**config.mk**
```make
export PLATFORM = sky130hd
export DESIGN_NAME = ascs_sequencer
export DESIGN_NICKNAME = d
export VERILOG_FILES = /design/src/ascs_pkg.sv /design/src/ascs_conv_if.sv /design/src/ascs_conv_timer.sv /design/src/ascs_sequencer.sv
export SDC_FILE = /design/constraint.sdc
export NUM_CORES = 1
export LEC_CHECK = 0
export BUFFER_PORTS_ARGS = -buffer_cell sky130_fd_sc_hd__buf_2
export CAP_MARGIN = 20
export CORE_MARGIN = 4
export CORE_UTILIZATION = 50
export CTS_CLUSTER_SIZE = 30
export DETAILED_ROUTE_END_ITERATION = 7
export GPL_ROUTABILITY_DRIVEN = 0
export HOLD_SLACK_MARGIN = 0.15
export PLACE_DENSITY = 0.66
export SLEW_MARGIN = 20
export SYNTH_ARGS = -nofsm -noshare
export SYNTH_HDL_FRONTEND = slang
export SYNTH_HIERARCHICAL = 1
export SYNTH_SLANG_ARGS = --single-unit
```
**constraint.sdc**
```tcl
create_clock -name mclk -period 3.4 [get_ports mclk]
set_input_delay 0.51 -clock mclk [delete_from_list [all_inputs] [get_ports mclk]]
set_output_delay 0.51 -clock mclk [all_outputs]
set_load 0.05 [all_outputs]
```
**src/ascs_pkg.sv**
```systemverilog
// Constants, field layouts and types shared by the sample/convert sequencer.
package ascs_pkg;
  localparam int SETUP_W = 12;
  localparam int SU_CLK_SRC_BIT = 8;
  localparam int SU_SHORT_BIT = 9;
  localparam int SU_MODE_LSB = 5;
  localparam int SU_SEQ_LSB = 3;
  localparam int SU_PIN_FN_BIT = 2;
  localparam int SU_THR_LSB = 0;
  localparam logic [11:0] SETUP_RESET = 12'h800;
  localparam logic [3:0] CMD_SETUP_WRITE = 4'ha;
  localparam logic [3:0] CMD_FIFO_READ = 4'he;
  localparam logic [5:0] CMD_END = 6'h04;
  localparam logic [5:0] SHORT_END = 6'h10;
  localparam logic [5:0] LONG_END = 6'h30;
  localparam logic [5:0] SETUP_END = 6'h10;
  localparam int RESULT_W = 14;
  localparam int FIFO_DEPTH = 8;
  localparam logic [4:0] CONV_CLOCKS_14B = 5'h12;
  localparam logic [4:0] CONV_CLOCKS_12B = 5'h0d;
  localparam logic [4:0] CONV_CLOCKS = CONV_CLOCKS_14B;
  localparam logic [1:0] SCLK_PER_CONV_CLK = 2'h3;
  localparam int CLK_PERIOD_NS = 10;
  localparam int EDGE_DELAY_NS = 15;
  localparam logic [1:0] EDGE_DELAY_CYC =
    2'((EDGE_DELAY_NS + CLK_PERIOD_NS - 1) / CLK_PERIOD_NS);
  localparam logic [3:0] OSC_DIV = 4'h4;
  typedef enum logic [1:0] {
    MODE_ONESHOT = 2'b00,
    MODE_REPEAT = 2'b01,
    MODE_SWEEP = 2'b10,
    MODE_RSWEEP = 2'b11
  } ascs_mode_t;
  typedef enum logic [1:0] {
    FR_IDLE = 2'b00,
    FR_CMD = 2'b01,
    FR_SAMPLE = 2'b11,
    FR_DATA = 2'b10
  } ascs_frame_t;
  typedef enum logic [1:0] {
    CV_IDLE = 2'b00,
    CV_CLOCKS = 2'b01,
    CV_DELAY = 2'b11
  } ascs_conv_t;
endpackage

```
**src/ascs_conv_if.sv**
```systemverilog
// Handshake between the sequencer and its conversion timer.
`timescale 1ns/10ps
interface ascs_conv_if;
  logic start;
  logic sclk_rise;
  logic use_sclk;
  logic busy;
  logic done;
  modport ctl (output start, output sclk_rise, output use_sclk, input busy, input done);
  modport tmr (input start, input sclk_rise, input use_sclk, output busy, output done);
endinterface

```
**src/ascs_conv_timer.sv**
```systemverilog
// Conversion period timer with on-chip or serial-clock-derived conversion clock.
`timescale 1ns/10ps
module ascs_conv_timer (
  input wire logic mclk,
  input wire logic srst,
  ascs_conv_if.tmr cv
);
  import ascs_pkg::*;

  ascs_conv_t state_ff;
  logic [3:0] osc_div_ff;
  logic [1:0] sclk_div_ff;
  logic [4:0] clk_cnt_ff;
  logic [1:0] dly_ff;
  logic busy_ff;
  logic done_ff;

  wire osc_tick = (osc_div_ff == OSC_DIV - 4'h1);
  wire sclk_tick = cv.sclk_rise && (sclk_div_ff == SCLK_PER_CONV_CLK);
  wire conv_tick = cv.use_sclk ? sclk_tick : osc_tick;

  assign cv.busy = busy_ff;
  assign cv.done = done_ff;

  // The oscillator runs free; the serial divider restarts with each conversion.
  always_ff @(posedge mclk) begin
    if (srst || osc_tick) begin
      osc_div_ff <= 4'h0;
    end else begin
      osc_div_ff <= osc_div_ff + 4'h1;
    end
  end

  // A new start aborts a conversion in progress, as the converter itself would.
  always_ff @(posedge mclk) begin
    done_ff <= 1'b0;
    if (srst) begin
      state_ff <= CV_IDLE;
      sclk_div_ff <= 2'h0;
      clk_cnt_ff <= 5'h0;
      dly_ff <= 2'h0;
      busy_ff <= 1'b0;
    end else if (cv.start) begin
      state_ff <= CV_CLOCKS;
      sclk_div_ff <= 2'h0;
      clk_cnt_ff <= 5'h0;
      busy_ff <= 1'b1;
    end else begin
      if (cv.sclk_rise) begin
        sclk_div_ff <= sclk_div_ff + 2'h1;
      end
      unique case (state_ff)
        CV_IDLE: begin
          busy_ff <= 1'b0;
        end
        CV_CLOCKS: begin
          if (conv_tick) begin
            clk_cnt_ff <= clk_cnt_ff + 5'h1;
            if (clk_cnt_ff == CONV_CLOCKS - 5'h1) begin
              state_ff <= CV_DELAY;
              dly_ff <= EDGE_DELAY_CYC;
            end
          end
        end
        CV_DELAY: begin
          dly_ff <= dly_ff - 2'h1;
          if (dly_ff == 2'h1) begin
            state_ff <= CV_IDLE;
            busy_ff <= 1'b0;
            done_ff <= 1'b1;
          end
        end
        default: begin
          state_ff <= CV_IDLE;
        end
      endcase
    end
  end
endmodule // ascs_conv_timer

```
**src/ascs_sequencer.sv**
```systemverilog
// Sampling and conversion sequencer of a serial multichannel converter.
// Summary of operation
// - Two-bit mode: one-shot, repeat, sweep, repeat-sweep.
// - Setup bit picks interrupt or end-of-conversion pin in one-shot mode.
// - Threshold code sets FIFO fill and sweep length.
// - Short sampling lasts 12 serial clocks, then converts.
// - Normal sampling starts after fourth serial clock fall.
// - Long sampling lasts 44 serial clocks.
// - Strobe low samples; rising edge starts conversion after delay.
// - Leave extended mode after two frame starts.
// - Extended mode needs no serial clock with oscillator.
// - Conversion starts after clock 16, 48, or strobe.
// - Conversion lasts 18 clocks plus delay.
// - Conversion clock: oscillator cycle or four serial clocks.
// - End flag low during conversion; interrupt low after.
// - One-shot converts once; result shifts out next frame.
// - Repeat fills FIFO to threshold, interrupts, ends.
// - Unread repeat results are overwritten next operation.
// - Select commands during repeat are dummies for channel.
// - Strobe-triggered repeat may restart immediately when full.
// - Sweep converts each sequence channel in order.
// - Setup bit chooses oscillator or serial clock quarter.
// - Setup bit chooses long or short sampling.
`timescale 1ns/10ps
module ascs_sequencer (
  input wire logic mclk,
  input wire logic srst,
  input wire logic cs_n,
  input wire logic frame_sync_strobe,
  input wire logic sclk,
  input wire logic sdi,
  input wire logic conversion_start_strobe_n,
  input wire logic [ascs_pkg::RESULT_W-1:0] adc_result,
  output logic sdo,
  output logic sdo_oe,
  output logic status_n,
  output logic sampling,
  output logic converting,
  output logic [2:0] channel
);
  import ascs_pkg::*;

  ascs_conv_if cv ();

  // Fill count for each threshold code.
  function automatic logic [3:0] thr_count(input logic [1:0] code);
    return 4'h8 - {1'b0, code, 1'b0};
  endfunction

  // Channel at position idx of the eight-step sweep sequence seq.
  function automatic logic [2:0] sweep_chan(input logic [1:0] seq, input logic [2:0] idx);
    unique case (seq)
      2'b00: return idx;
      2'b01: return {idx[1:0], 1'b0};
      2'b10: return {idx[2:1], 1'b0};
      default: return {1'b0, idx[0], 1'b0};
    endcase
  endfunction

  logic cs_prev_ff, fs_prev_ff, sclk_prev_ff, cst_prev_ff;
  ascs_frame_t frame_ff;
  logic [5:0] bit_cnt_ff;
  logic [15:0] shift_in_ff;
  logic [15:0] out_sr_ff;
  logic [SETUP_W-1:0] setup_ff;
  logic [RESULT_W-1:0] result_ff;
  logic [RESULT_W-1:0] fifo_ff [FIFO_DEPTH];
  logic [3:0] wr_cnt_ff;
  logic [2:0] rd_ptr_ff;
  logic rd_adv_ff;
  logic op_active_ff;
  logic wait_read_ff;
  logic ext_ff;
  logic ext_exit_ff;
  logic [1:0] ext_dly_ff;
  logic int_n_ff;
  logic sdo_ff, sdo_oe_ff, status_ff, sampling_ff, converting_ff;
  logic [2:0] channel_ff;
  logic start_ff;

  wire frame_start = (cs_prev_ff && !cs_n) || (!fs_prev_ff && frame_sync_strobe);
  wire cs_rise = !cs_prev_ff && cs_n;
  wire sclk_fall = sclk_prev_ff && !sclk;
  wire sclk_rise = !sclk_prev_ff && sclk;
  wire cst_fall = cst_prev_ff && !conversion_start_strobe_n;
  wire cst_rise = !cst_prev_ff && conversion_start_strobe_n;
  wire [15:0] nxt_shift = {shift_in_ff[14:0], sdi};
  wire [5:0] nxt_bit_cnt = bit_cnt_ff + 6'h1;
  wire [3:0] cmd = nxt_shift[3:0];
  wire cmd_is_select = !cmd[3];
  ascs_mode_t mode;
  assign mode = ascs_mode_t'(setup_ff[SU_MODE_LSB +: 2]);
  wire mode_oneshot = (mode == MODE_ONESHOT);
  wire mode_sweep = setup_ff[SU_MODE_LSB + 1];
  wire pin_is_eoc = setup_ff[SU_PIN_FN_BIT] && mode_oneshot;
  wire [3:0] fill_target = thr_count(setup_ff[SU_THR_LSB +: 2]);
  wire [5:0] sample_end = setup_ff[SU_SHORT_BIT] ? SHORT_END : LONG_END;
  wire cmd_edge = sclk_fall && (frame_ff == FR_CMD) && (nxt_bit_cnt == CMD_END);
  wire sample_done = sclk_fall && (frame_ff == FR_SAMPLE) && (nxt_bit_cnt == sample_end);
  wire setup_edge = sclk_fall && (frame_ff == FR_DATA) && (nxt_bit_cnt == SETUP_END);
  wire setup_cmd = (nxt_shift[15:12] == CMD_SETUP_WRITE);
  wire trig_ok = !wait_read_ff;
  wire ext_go = (ext_dly_ff == 2'h1);
  wire conv_begin = sample_done || ext_go;
  wire [2:0] seq_chan = sweep_chan(setup_ff[SU_SEQ_LSB +: 2], wr_cnt_ff[2:0]);
  wire fill_hit = cv.done && !mode_oneshot && (wr_cnt_ff + 4'h1 == fill_target);
  wire [RESULT_W-1:0] out_word = mode_oneshot ? result_ff : fifo_ff[rd_ptr_ff];

  assign cv.start = start_ff;
  assign cv.sclk_rise = sclk_rise;
  assign cv.use_sclk = setup_ff[SU_CLK_SRC_BIT];

  assign sdo = sdo_ff;
  assign sdo_oe = sdo_oe_ff;
  assign status_n = status_ff;
  assign sampling = sampling_ff;
  assign converting = converting_ff;
  assign channel = channel_ff;

  ascs_conv_timer u_timer (
    .mclk(mclk),
    .srst(srst),
    .cv(cv)
  );

  always_ff @(posedge mclk) begin
    if (srst) begin
      cs_prev_ff <= 1'b1;
      fs_prev_ff <= 1'b0;
      sclk_prev_ff <= 1'b0;
      cst_prev_ff <= 1'b1;
    end else begin
      cs_prev_ff <= cs_n;
      fs_prev_ff <= frame_sync_strobe;
      sclk_prev_ff <= sclk;
      cst_prev_ff <= conversion_start_strobe_n;
    end
  end

  // Frame decoder: command nibble, then sampling window or setup data.
  always_ff @(posedge mclk) begin
    if (srst) begin
      frame_ff <= FR_IDLE;
      bit_cnt_ff <= 6'h0;
      shift_in_ff <= 16'h0;
    end else if (frame_start) begin
      frame_ff <= FR_CMD;
      bit_cnt_ff <= 6'h0;
      shift_in_ff <= 16'h0;
    end else if (cs_rise) begin
      frame_ff <= FR_IDLE;
    end else if (sclk_fall && frame_ff != FR_IDLE) begin
      shift_in_ff <= nxt_shift;
      if (bit_cnt_ff != 6'h3f) begin
        bit_cnt_ff <= nxt_bit_cnt;
      end
      if (cmd_edge) begin
        // In extended mode a select frame only talks; it never samples.
        frame_ff <= (cmd_is_select && !ext_ff && trig_ok) ? FR_SAMPLE : FR_DATA;
      end else if (sample_done || setup_edge) begin
        frame_ff <= FR_DATA;
      end
    end
  end

  // Setup register; a write also abandons any operation in progress.
  always_ff @(posedge mclk) begin
    if (srst) begin
      setup_ff <= SETUP_RESET;
    end else if (setup_edge && setup_cmd) begin
      setup_ff <= nxt_shift[SETUP_W-1:0];
    end
  end

  // Sampling window and conversion start, from serial count or strobe.
  always_ff @(posedge mclk) begin
    start_ff <= 1'b0;
    if (srst) begin
      sampling_ff <= 1'b0;
      ext_dly_ff <= 2'h0;
    end else begin
      if (ext_dly_ff != 2'h0) begin
        ext_dly_ff <= ext_dly_ff - 2'h1;
      end
      if (cst_fall && trig_ok) begin
        sampling_ff <= 1'b1;
      end else if (cst_rise && ext_ff && sampling_ff) begin
        sampling_ff <= 1'b0;
        ext_dly_ff <= EDGE_DELAY_CYC + 2'h1;
      end else if (cmd_edge && cmd_is_select && !ext_ff && trig_ok) begin
        sampling_ff <= 1'b1;
      end else if (sample_done) begin
        sampling_ff <= 1'b0;
      end
      if (conv_begin) begin
        start_ff <= 1'b1;
      end
    end
  end

  // Extended mode entry on strobe fall; exit after two frame starts.
  always_ff @(posedge mclk) begin
    if (srst) begin
      ext_ff <= 1'b0;
      ext_exit_ff <= 1'b0;
    end else if (cst_fall && trig_ok) begin
      ext_ff <= 1'b1;
      ext_exit_ff <= 1'b0;
    end else if (frame_start && ext_ff && conversion_start_strobe_n) begin
      ext_exit_ff <= !ext_exit_ff;
      if (ext_exit_ff) begin
        ext_ff <= 1'b0;
      end
    end
  end

  // Channel choice: locked while an operation runs, or walked by sweep.
  always_ff @(posedge mclk) begin
    if (srst) begin
      channel_ff <= 3'h0;
    end else if (mode_sweep) begin
      channel_ff <= seq_chan;
    end else if (cmd_edge && cmd_is_select && !op_active_ff) begin
      channel_ff <= cmd[2:0];
    end
  end

  // Result capture into the one-shot latch or the FIFO.
  always_ff @(posedge mclk) begin
    if (srst) begin
      result_ff <= '0;
      wr_cnt_ff <= 4'h0;
      op_active_ff <= 1'b0;
      wait_read_ff <= 1'b0;
    end else if (setup_edge && setup_cmd) begin
      wr_cnt_ff <= 4'h0;
      op_active_ff <= 1'b0;
      wait_read_ff <= 1'b0;
    end else begin
      if (cmd_edge && cmd == CMD_FIFO_READ) begin
        wait_read_ff <= 1'b0;
      end
      if (start_ff && !mode_oneshot && !op_active_ff) begin
        op_active_ff <= 1'b1;
        wr_cnt_ff <= 4'h0;
      end
      if (cv.done) begin
        if (mode_oneshot) begin
          result_ff <= adc_result;
        end else if (fill_hit) begin
          op_active_ff <= 1'b0;
          wr_cnt_ff <= 4'h0;
          wait_read_ff <= (mode == MODE_SWEEP);
        end else begin
          wr_cnt_ff <= wr_cnt_ff + 4'h1;
        end
      end
    end
  end

  always_ff @(posedge mclk) begin
    if (cv.done && !mode_oneshot) begin
      fifo_ff[wr_cnt_ff[2:0]] <= adc_result;
    end
  end

  // FIFO read pointer steps once per completed read frame.
  always_ff @(posedge mclk) begin
    if (srst || fill_hit) begin
      rd_ptr_ff <= 3'h0;
      rd_adv_ff <= 1'b0;
    end else if (cmd_edge) begin
      rd_adv_ff <= (cmd == CMD_FIFO_READ);
    end else if ((cs_rise || frame_start) && rd_adv_ff) begin
      rd_ptr_ff <= rd_ptr_ff + 3'h1;
      rd_adv_ff <= 1'b0;
    end
  end

  // Serial output: the stored word shifts out MSB first from frame start.
  always_ff @(posedge mclk) begin
    if (srst) begin
      out_sr_ff <= 16'h0;
      sdo_ff <= 1'b0;
      sdo_oe_ff <= 1'b0;
    end else begin
      sdo_oe_ff <= !cs_n && (frame_ff != FR_IDLE || frame_start);
      if (frame_start) begin
        out_sr_ff <= {out_word, 2'b00};
        sdo_ff <= out_word[RESULT_W-1];
      end else if (sclk_fall) begin
        out_sr_ff <= {out_sr_ff[14:0], 1'b0};
        sdo_ff <= out_sr_ff[14];
      end
    end
  end

  // Shared status pin: end-of-conversion level or completion interrupt.
  always_ff @(posedge mclk) begin
    if (srst) begin
      int_n_ff <= 1'b1;
      status_ff <= 1'b1;
      converting_ff <= 1'b0;
    end else begin
      converting_ff <= cv.busy;
      if ((cv.done && mode_oneshot) || fill_hit) begin
        int_n_ff <= 1'b0;
      end else if (frame_start || cst_fall) begin
        int_n_ff <= 1'b1;
      end
      if (pin_is_eoc) begin
        status_ff <= !(cv.busy || start_ff);
      end else if ((cv.done && mode_oneshot) || fill_hit) begin
        status_ff <= 1'b0;
      end else begin
        status_ff <= int_n_ff;
      end
    end
  end
endmodule // ascs_sequencer

```
# After elaboration in Yosys (flattened, before gate mapping)

Memory sizes are Yosys's and may differ from the RTL's. A register that Yosys moved wholly into a read port is not among the register bits.
Cells that the tools add are included.

Word-level logic and storage cells: 234
Output and inout port bits: 8
Register bits after elaboration: 105
Memories: 1
Bits in writable memories: 112

Memories:

| memory  | depth | bits a word | rd ports | clocked after Yosys merged registers in | write ports | line                 | RTL |
|---|---|---|---|---|---|---|---|
| fifo_ff | 8     | 14          | 1        | 1                                       | 1           | ascs_sequencer.sv:67 | `logic [RESULT_W-1:0] fifo_ff [FIFO_DEPTH];` |

Multiplexer cells: 61
Equal/unequal tests: 27
$add $sub $neg: 9
Bitwise logic cells: 6
Reductions and logical operators: 95

Operators by type and width:

| kind                                          | number |
|---|---|
| logical AND 1 bit                             | 36 |
| 2-to-1 mux 1 bit                              | 35 |
| 2-to-1 mux 15 bit                             | 2 |
| 2-to-1 mux 2 bit                              | 10 |
| nonzero test 2 bit                            | 10 |
| 2-to-1 mux 4 bit                              | 4 |
| zero test 1 bit                               | 14 |
| 2-to-1 mux 14 bit                             | 1 |
| AND reduction 2 bit                           | 7 |
| == test 2 bit, second input constant          | 6 |
| 2-to-1 mux 3 bit                              | 4 |
| AND reduction 4 bit                           | 3 |
| == test 2 x 1 -> 1 bit, second input constant | 5 |
| logical OR 1 bit                              | 10 |
| != test 3 x 2 -> 1 bit, second input constant | 3 |
| one-hot mux 3 bit (3 select lines)            | 1 |
| adder 4 x 1 -> 4 bit, second input constant   | 2 |
| == test 4 bit, second input constant          | 2 |
| nonzero test 4 bit                            | 2 |
| OR reduction 2 bit                            | 4 |
| adder 6 x 1 -> 6 bit, second input constant   | 1 |
| == test 6 x 3 -> 1 bit, second input constant | 1 |
| == test 6 x 5 -> 1 bit, second input constant | 1 |
| == test 6 bit                                 | 1 |
| other kinds (20)                              | 33 |

# Logic depth before layout (Yosys ltp)

Depth in word-level cells: 10
Mapped depth: 9
Mapped depth without buffers: 7

# Modules after synthesis

Netlist, hierarchy kept.

By module, submodules not included:

| module          | area an instance (um2) | instances | seq. area each (um2) | cells an instance |
|---|---|---|---|---|
| ascs_sequencer  | 8783.4                 | 1         | 5165.0               | 746 |
| ascs_conv_timer | 850.8                  | 1         | 340.3                | 92 |

# Worst setup path after synthesis

No wires, ideal clock.

Path kind: reg2reg
Start: register setup_ff[6]
End: memory fifo_ff[0][0], enable pin
Data arrival time: 2.070 ns
Path buffers: 2
Path slack: 0.927 ns
Cell stages (with the launch flop): 7
Required time: 2.997 ns
Period minus slack after synthesis: 2.473 ns
Cell sequence: dfxtp_1 > buf_6 > or2_1 > buf_2 > nand2_1 > or2_2 > nor3_1

Cells in the longest elaborated chain, start to end: 5

Ends and longest elaborated chain:

| item                                   | line                  | RTL |
|---|---|---|
| from (decl)                            | ascs_sequencer.sv:65  | `logic [SETUP_W-1:0] setup_ff;` |
| from (signal assigned)                 | ascs_sequencer.sv:171 | `setup_ff <= nxt_shift[SETUP_W-1:0];` |
| zero test 2 bit                        | ascs_sequencer.sv:93  | `wire mode_oneshot = (mode == MODE_ONESHOT);` |
| zero test 1 bit                        | ascs_sequencer.sv:262 | `if (cv.done && !mode_oneshot) begin` |
| logical AND 1 bit                      | ascs_sequencer.sv:262 |  |
| 2-to-1 mux 1 bit                       | ascs_sequencer.sv:262 |  |
| 2-to-1 mux 1 bit (implied by the code) | ascs_sequencer.sv:263 | `fifo_ff[wr_cnt_ff[2:0]] <= adc_result;` |
| to (decl)                              | ascs_sequencer.sv:67  |  |

Every way passes these cells.

# Worst setup path after layout

Start: register bit_cnt_ff[0]
End: register result_ff[2]

Cells in the longest elaborated chain, start to end: 6

Ends and longest elaborated chain:

| item                                 | line                  | RTL |
|---|---|---|
| from (decl)                          | ascs_sequencer.sv:62  | `logic [5:0] bit_cnt_ff;` |
| from (signal assigned)               | ascs_sequencer.sv:155 | `bit_cnt_ff <= nxt_bit_cnt;` |
| adder 6 x 1 -> 6 bit                 | ascs_sequencer.sv:88  | `wire [5:0] nxt_bit_cnt = bit_cnt_ff + 6'h1;` |
| == test 6 x 5 -> 1 bit               | ascs_sequencer.sv:100 | `wire setup_edge = sclk_fall && (frame_ff == FR_DATA) && (nxt_bit_cnt == SETUP_END);` |
| logical AND 1 bit                    | ascs_sequencer.sv:100 |  |
| logical AND 1 bit                    | ascs_sequencer.sv:235 | `end else if (setup_edge && setup_cmd) begin` |
| NOT 1 bit (no source line)           | --                    |  |
| AND reduction 3 bit (no source line) | --                    |  |
| to (signal assigned)                 | ascs_sequencer.sv:249 | `result_ff <= adc_result;` |
| to (decl)                            | ascs_sequencer.sv:66  | `logic [RESULT_W-1:0] result_ff;` |

Every way passes these cells.
A chain may end at the register's enable or synchronous reset.

==> results by group <==
Synth
  – Synth unique cells: 78
  – YS warnings: 6
  – Post-synth EDFFs: 112
  – Synth Area per Inst: 11.5 um^2
  – Main flop type after synthesis: edfxtp_1
  – FF+latch count, synth: 219
  – Register area share after synthesis: 57.1%
  – Mapped cell area: 9630 um^2
  – Syn nets: 869
  – Mapped Cells: 838
  – Async set-reset flop share out of synthesis: 0%

Finish
  – Commonest non-fill, non-tap cells in the layout: edfxtp_1, dfxtp_1, nand2_1, a21oi_1, mux2i_1
  – Fin area: 10700 um^2
  – Final core occ: 57.1%
  – Final net count: 885
  – Ant diodes: 0
  – Finished Layout Cells: 1131
  – Layout cells sized above 1: 16.3%
  – Area grow syn2layout: 11.5%
  – Commonest non-fill, non-tap cell in the layout: edfxtp_1

Placed design
  – Post-DP Area: 9960 um^2
  – IO Port Bufs: 28
  – DP Cell Count: 1088
  – Detailed placement HPWL: 13600 um
  – Pre-CTS setup slack: 1020 ps

Worst setup path
  – Reg2reg setup slack: 990 ps
  – CP Class: reg -> reg
  – RR Endpoint: result_ff[2]
  – Critical path startpoint category: flop
  – Reg-to-Reg Start: bit_cnt_ff[0]
  – Critical path endpoint category: flop
  – CP Data Required Time: 3770 ps
  – Worst-path fanout max: 14
  – Reg2reg path depth: 6
  – Critical Path AT: 2780 ps

Die
  – Die width: 147 um
  – Area of the die: 21600 um^2
  – I/O pins: 29
  – Initial Utilization: 51.2%
  – Std cell rows: 50
  – Core Region: 18800 um^2
  – Die Ht: 147 um

Route
  – DRT Pass-1 Iters: 5
  – 1st-iter DRT viols: 495
  – Vias: 6458
  – Vias per cell: 5.71
  – Post-DRT Antenna Nets: 0
  – Wire per inst: 18.5 um
  – Final WL: 20900 um
  – DR DRC count: 0

STA
  – Layout Skew: 11.4 ps
  – Tcrit/Tclk final: 70.7%
  – TNS Setup: 0 ps
  – Max Slew Vio Count: 0
  – Worst Max-Slew Pin Slew: 1060 ps
  – Unrepaired setup endpoints after global routing: no
  – Final Hold Fails: 0
  – Fin crit period: 2410 ps
  – Final WS setup: 995 ps
  – Achievable Freq: 416 MHz
  – Final setup viols: 0
  – Hold Worst Slack: 273 ps
  – Max transition margin: 28.9%

Clock tree
  – Max clock buf depth: 3
  – Skew-Pair Late Insertion Delay: 510 ps
  – Clock Tree Root: clkbuf_16
  – Post-CTS Hold Buffers: 0
  – CTS Sinks: 219
  – Setup bufs post-CTS: 0
  – H-tree levels: 1
  – CTS tree: yes
  – Post-cts resize count: 0
  – Num CTS Buffers: 24
  – Worst-path clk slew: 60 ps

Min path
  – Hold Path Stages: 3
  – Min-Delay Endpoint: shift_in_ff[0]
  – Tightest Hold Check Type: in -> reg
  – Hold_sp: sdi

Pwr
  – Power Density: 515 nW/um^2
  – Total power draw: 5.54 mW
  – Worst VDD drop: 0.389 mV
  – Leakage: 3.43 nW

Global routing
  – First-pass GRT wire length: 34000 um
  – Vias in the first global route: 6568
  – Largest net degree at the start of global routing: 71
  – GRT Resource Usage Total: 19.5%
  – Grt total ovfl: 0
  – Initial antenna violation count: 0

Run status
  – Outcome: finished clean

Job
  – Max-cap viol count: 0
==> area by class of cell <==
| class | instances | area, um^2 |
|---|---|---|
| clock buffer | 31 | 637 |
| clock inverter | 12 | 145 |
| fill | 1542 | 8080 |
| inverter | 14 | 52.6 |
| multi-input combinational | 549 | 3790 |
| sequential | 219 | 5510 |
| tap | 260 | 325 |
| timing repair buffer | 46 | 288 |
==> kinds of logic after synthesis <==
group                      share of synthesized area, %
muxes                                              8.92
and+or+nand+nor                                    14.8
buffers and inverters                              3.60
xor gates and xnor gates                           1.77
DFF                                                57.1
AOI/OAI and AO/OA                                  12.4
adders and majority gates                          1.30
==> routing by layer <==
layer,up-vias,GRT usage (%),part of all wire [%]
met1,3148,26.4,45
met3,32,4.16,6.8
met2,189,31.8,46
met5,-,0,0
met4,0,5.46,2.0
li1,3089,-,-
==> critical path: stages (launching register included) <==
cell and delay (ps):
dfxtp_1 390, ha_1 340, nor3b_1 270, a31oi_2 90, nor3_2 630, a21oi_4 340, mux2i_1 200
==> cells in the mapped netlist, types with 6 or more instances <==
cell type / count / share of area [%]
a21boi_0: 13 / 1.0
a21oi_1: 57 / 3.0
a22oi_1: 14 / 1.1
a311oi_1: 15 / 1.4
buf_2: 15 / 0.78
buf_6: 7 / 0.82
clkbuf_1: 28 / 1.1
dfxtp_1: 107 / 22
edfxtp_1: 112 / 35
ha_1: 10 / 1.3
inv_1: 14 / 0.55
mux2_2: 27 / 3.2
mux2i_1: 51 / 5.3
nand2_1: 88 / 3.4
nand2b_1: 36 / 2.3
nand3_1: 34 / 1.8
nor2_1: 34 / 1.3
nor2b_1: 11 / 0.71
nor3_1: 11 / 0.57
nor3b_1: 6 / 0.47
o21ai_0: 31 / 1.6
o21ai_1: 10 / 0.52
or2_2: 6 / 0.39
xnor2_1: 7 / 0.64
xor2_1: 6 / 0.55
==> worst max path at each step <==
stage | start | end | slack (ps) | cells past startpoint
finish | bit_cnt_ff[0] | result_ff[2] | 990 | 6
global route | bit_cnt_ff[0] | result_ff[6] | 820 | 6
CTS | bit_cnt_ff[0] | result_ff[9] | 1020 | 6
detailed placement | bit_cnt_ff[0] | result_ff[5] | 1020 | 6
global placement | bit_cnt_ff[0] | result_ff[4] | 1120 | 6
floorplan | setup_ff[6] | fifo_ff[0][0] | 930 | 6
==> flip-flops by register name, indices dropped and copies added, names as in the netlist, 2 cells and up, named ones only <==
| signal | flops |
|---|---|
| u_timer/osc_div_ff | 4 |
| result_ff | 14 |
| rd_ptr_ff | 3 |
| fifo_ff | 112 |
| bit_cnt_ff | 6 |
| u_timer/clk_cnt_ff | 5 |
| u_timer/dly_ff | 2 |
| channel | 3 |
| ext_dly_ff | 2 |
| wr_cnt_ff | 4 |
| u_timer/state_ff | 2 |
| out_sr_ff | 13 |
| u_timer/sclk_div_ff | 2 |
| setup_ff | 9 |
| shift_in_ff | 15 |
| frame_ff | 2 |
==> power breakdown <==
part | internal, mW | switching, mW
clock | 1.55 | 0.998
combinational | 0.0605 | 0.114
sequential | 2.80 | 0.0172
total | 4.41 | 1.13
(Power assumes the default switching activity.)
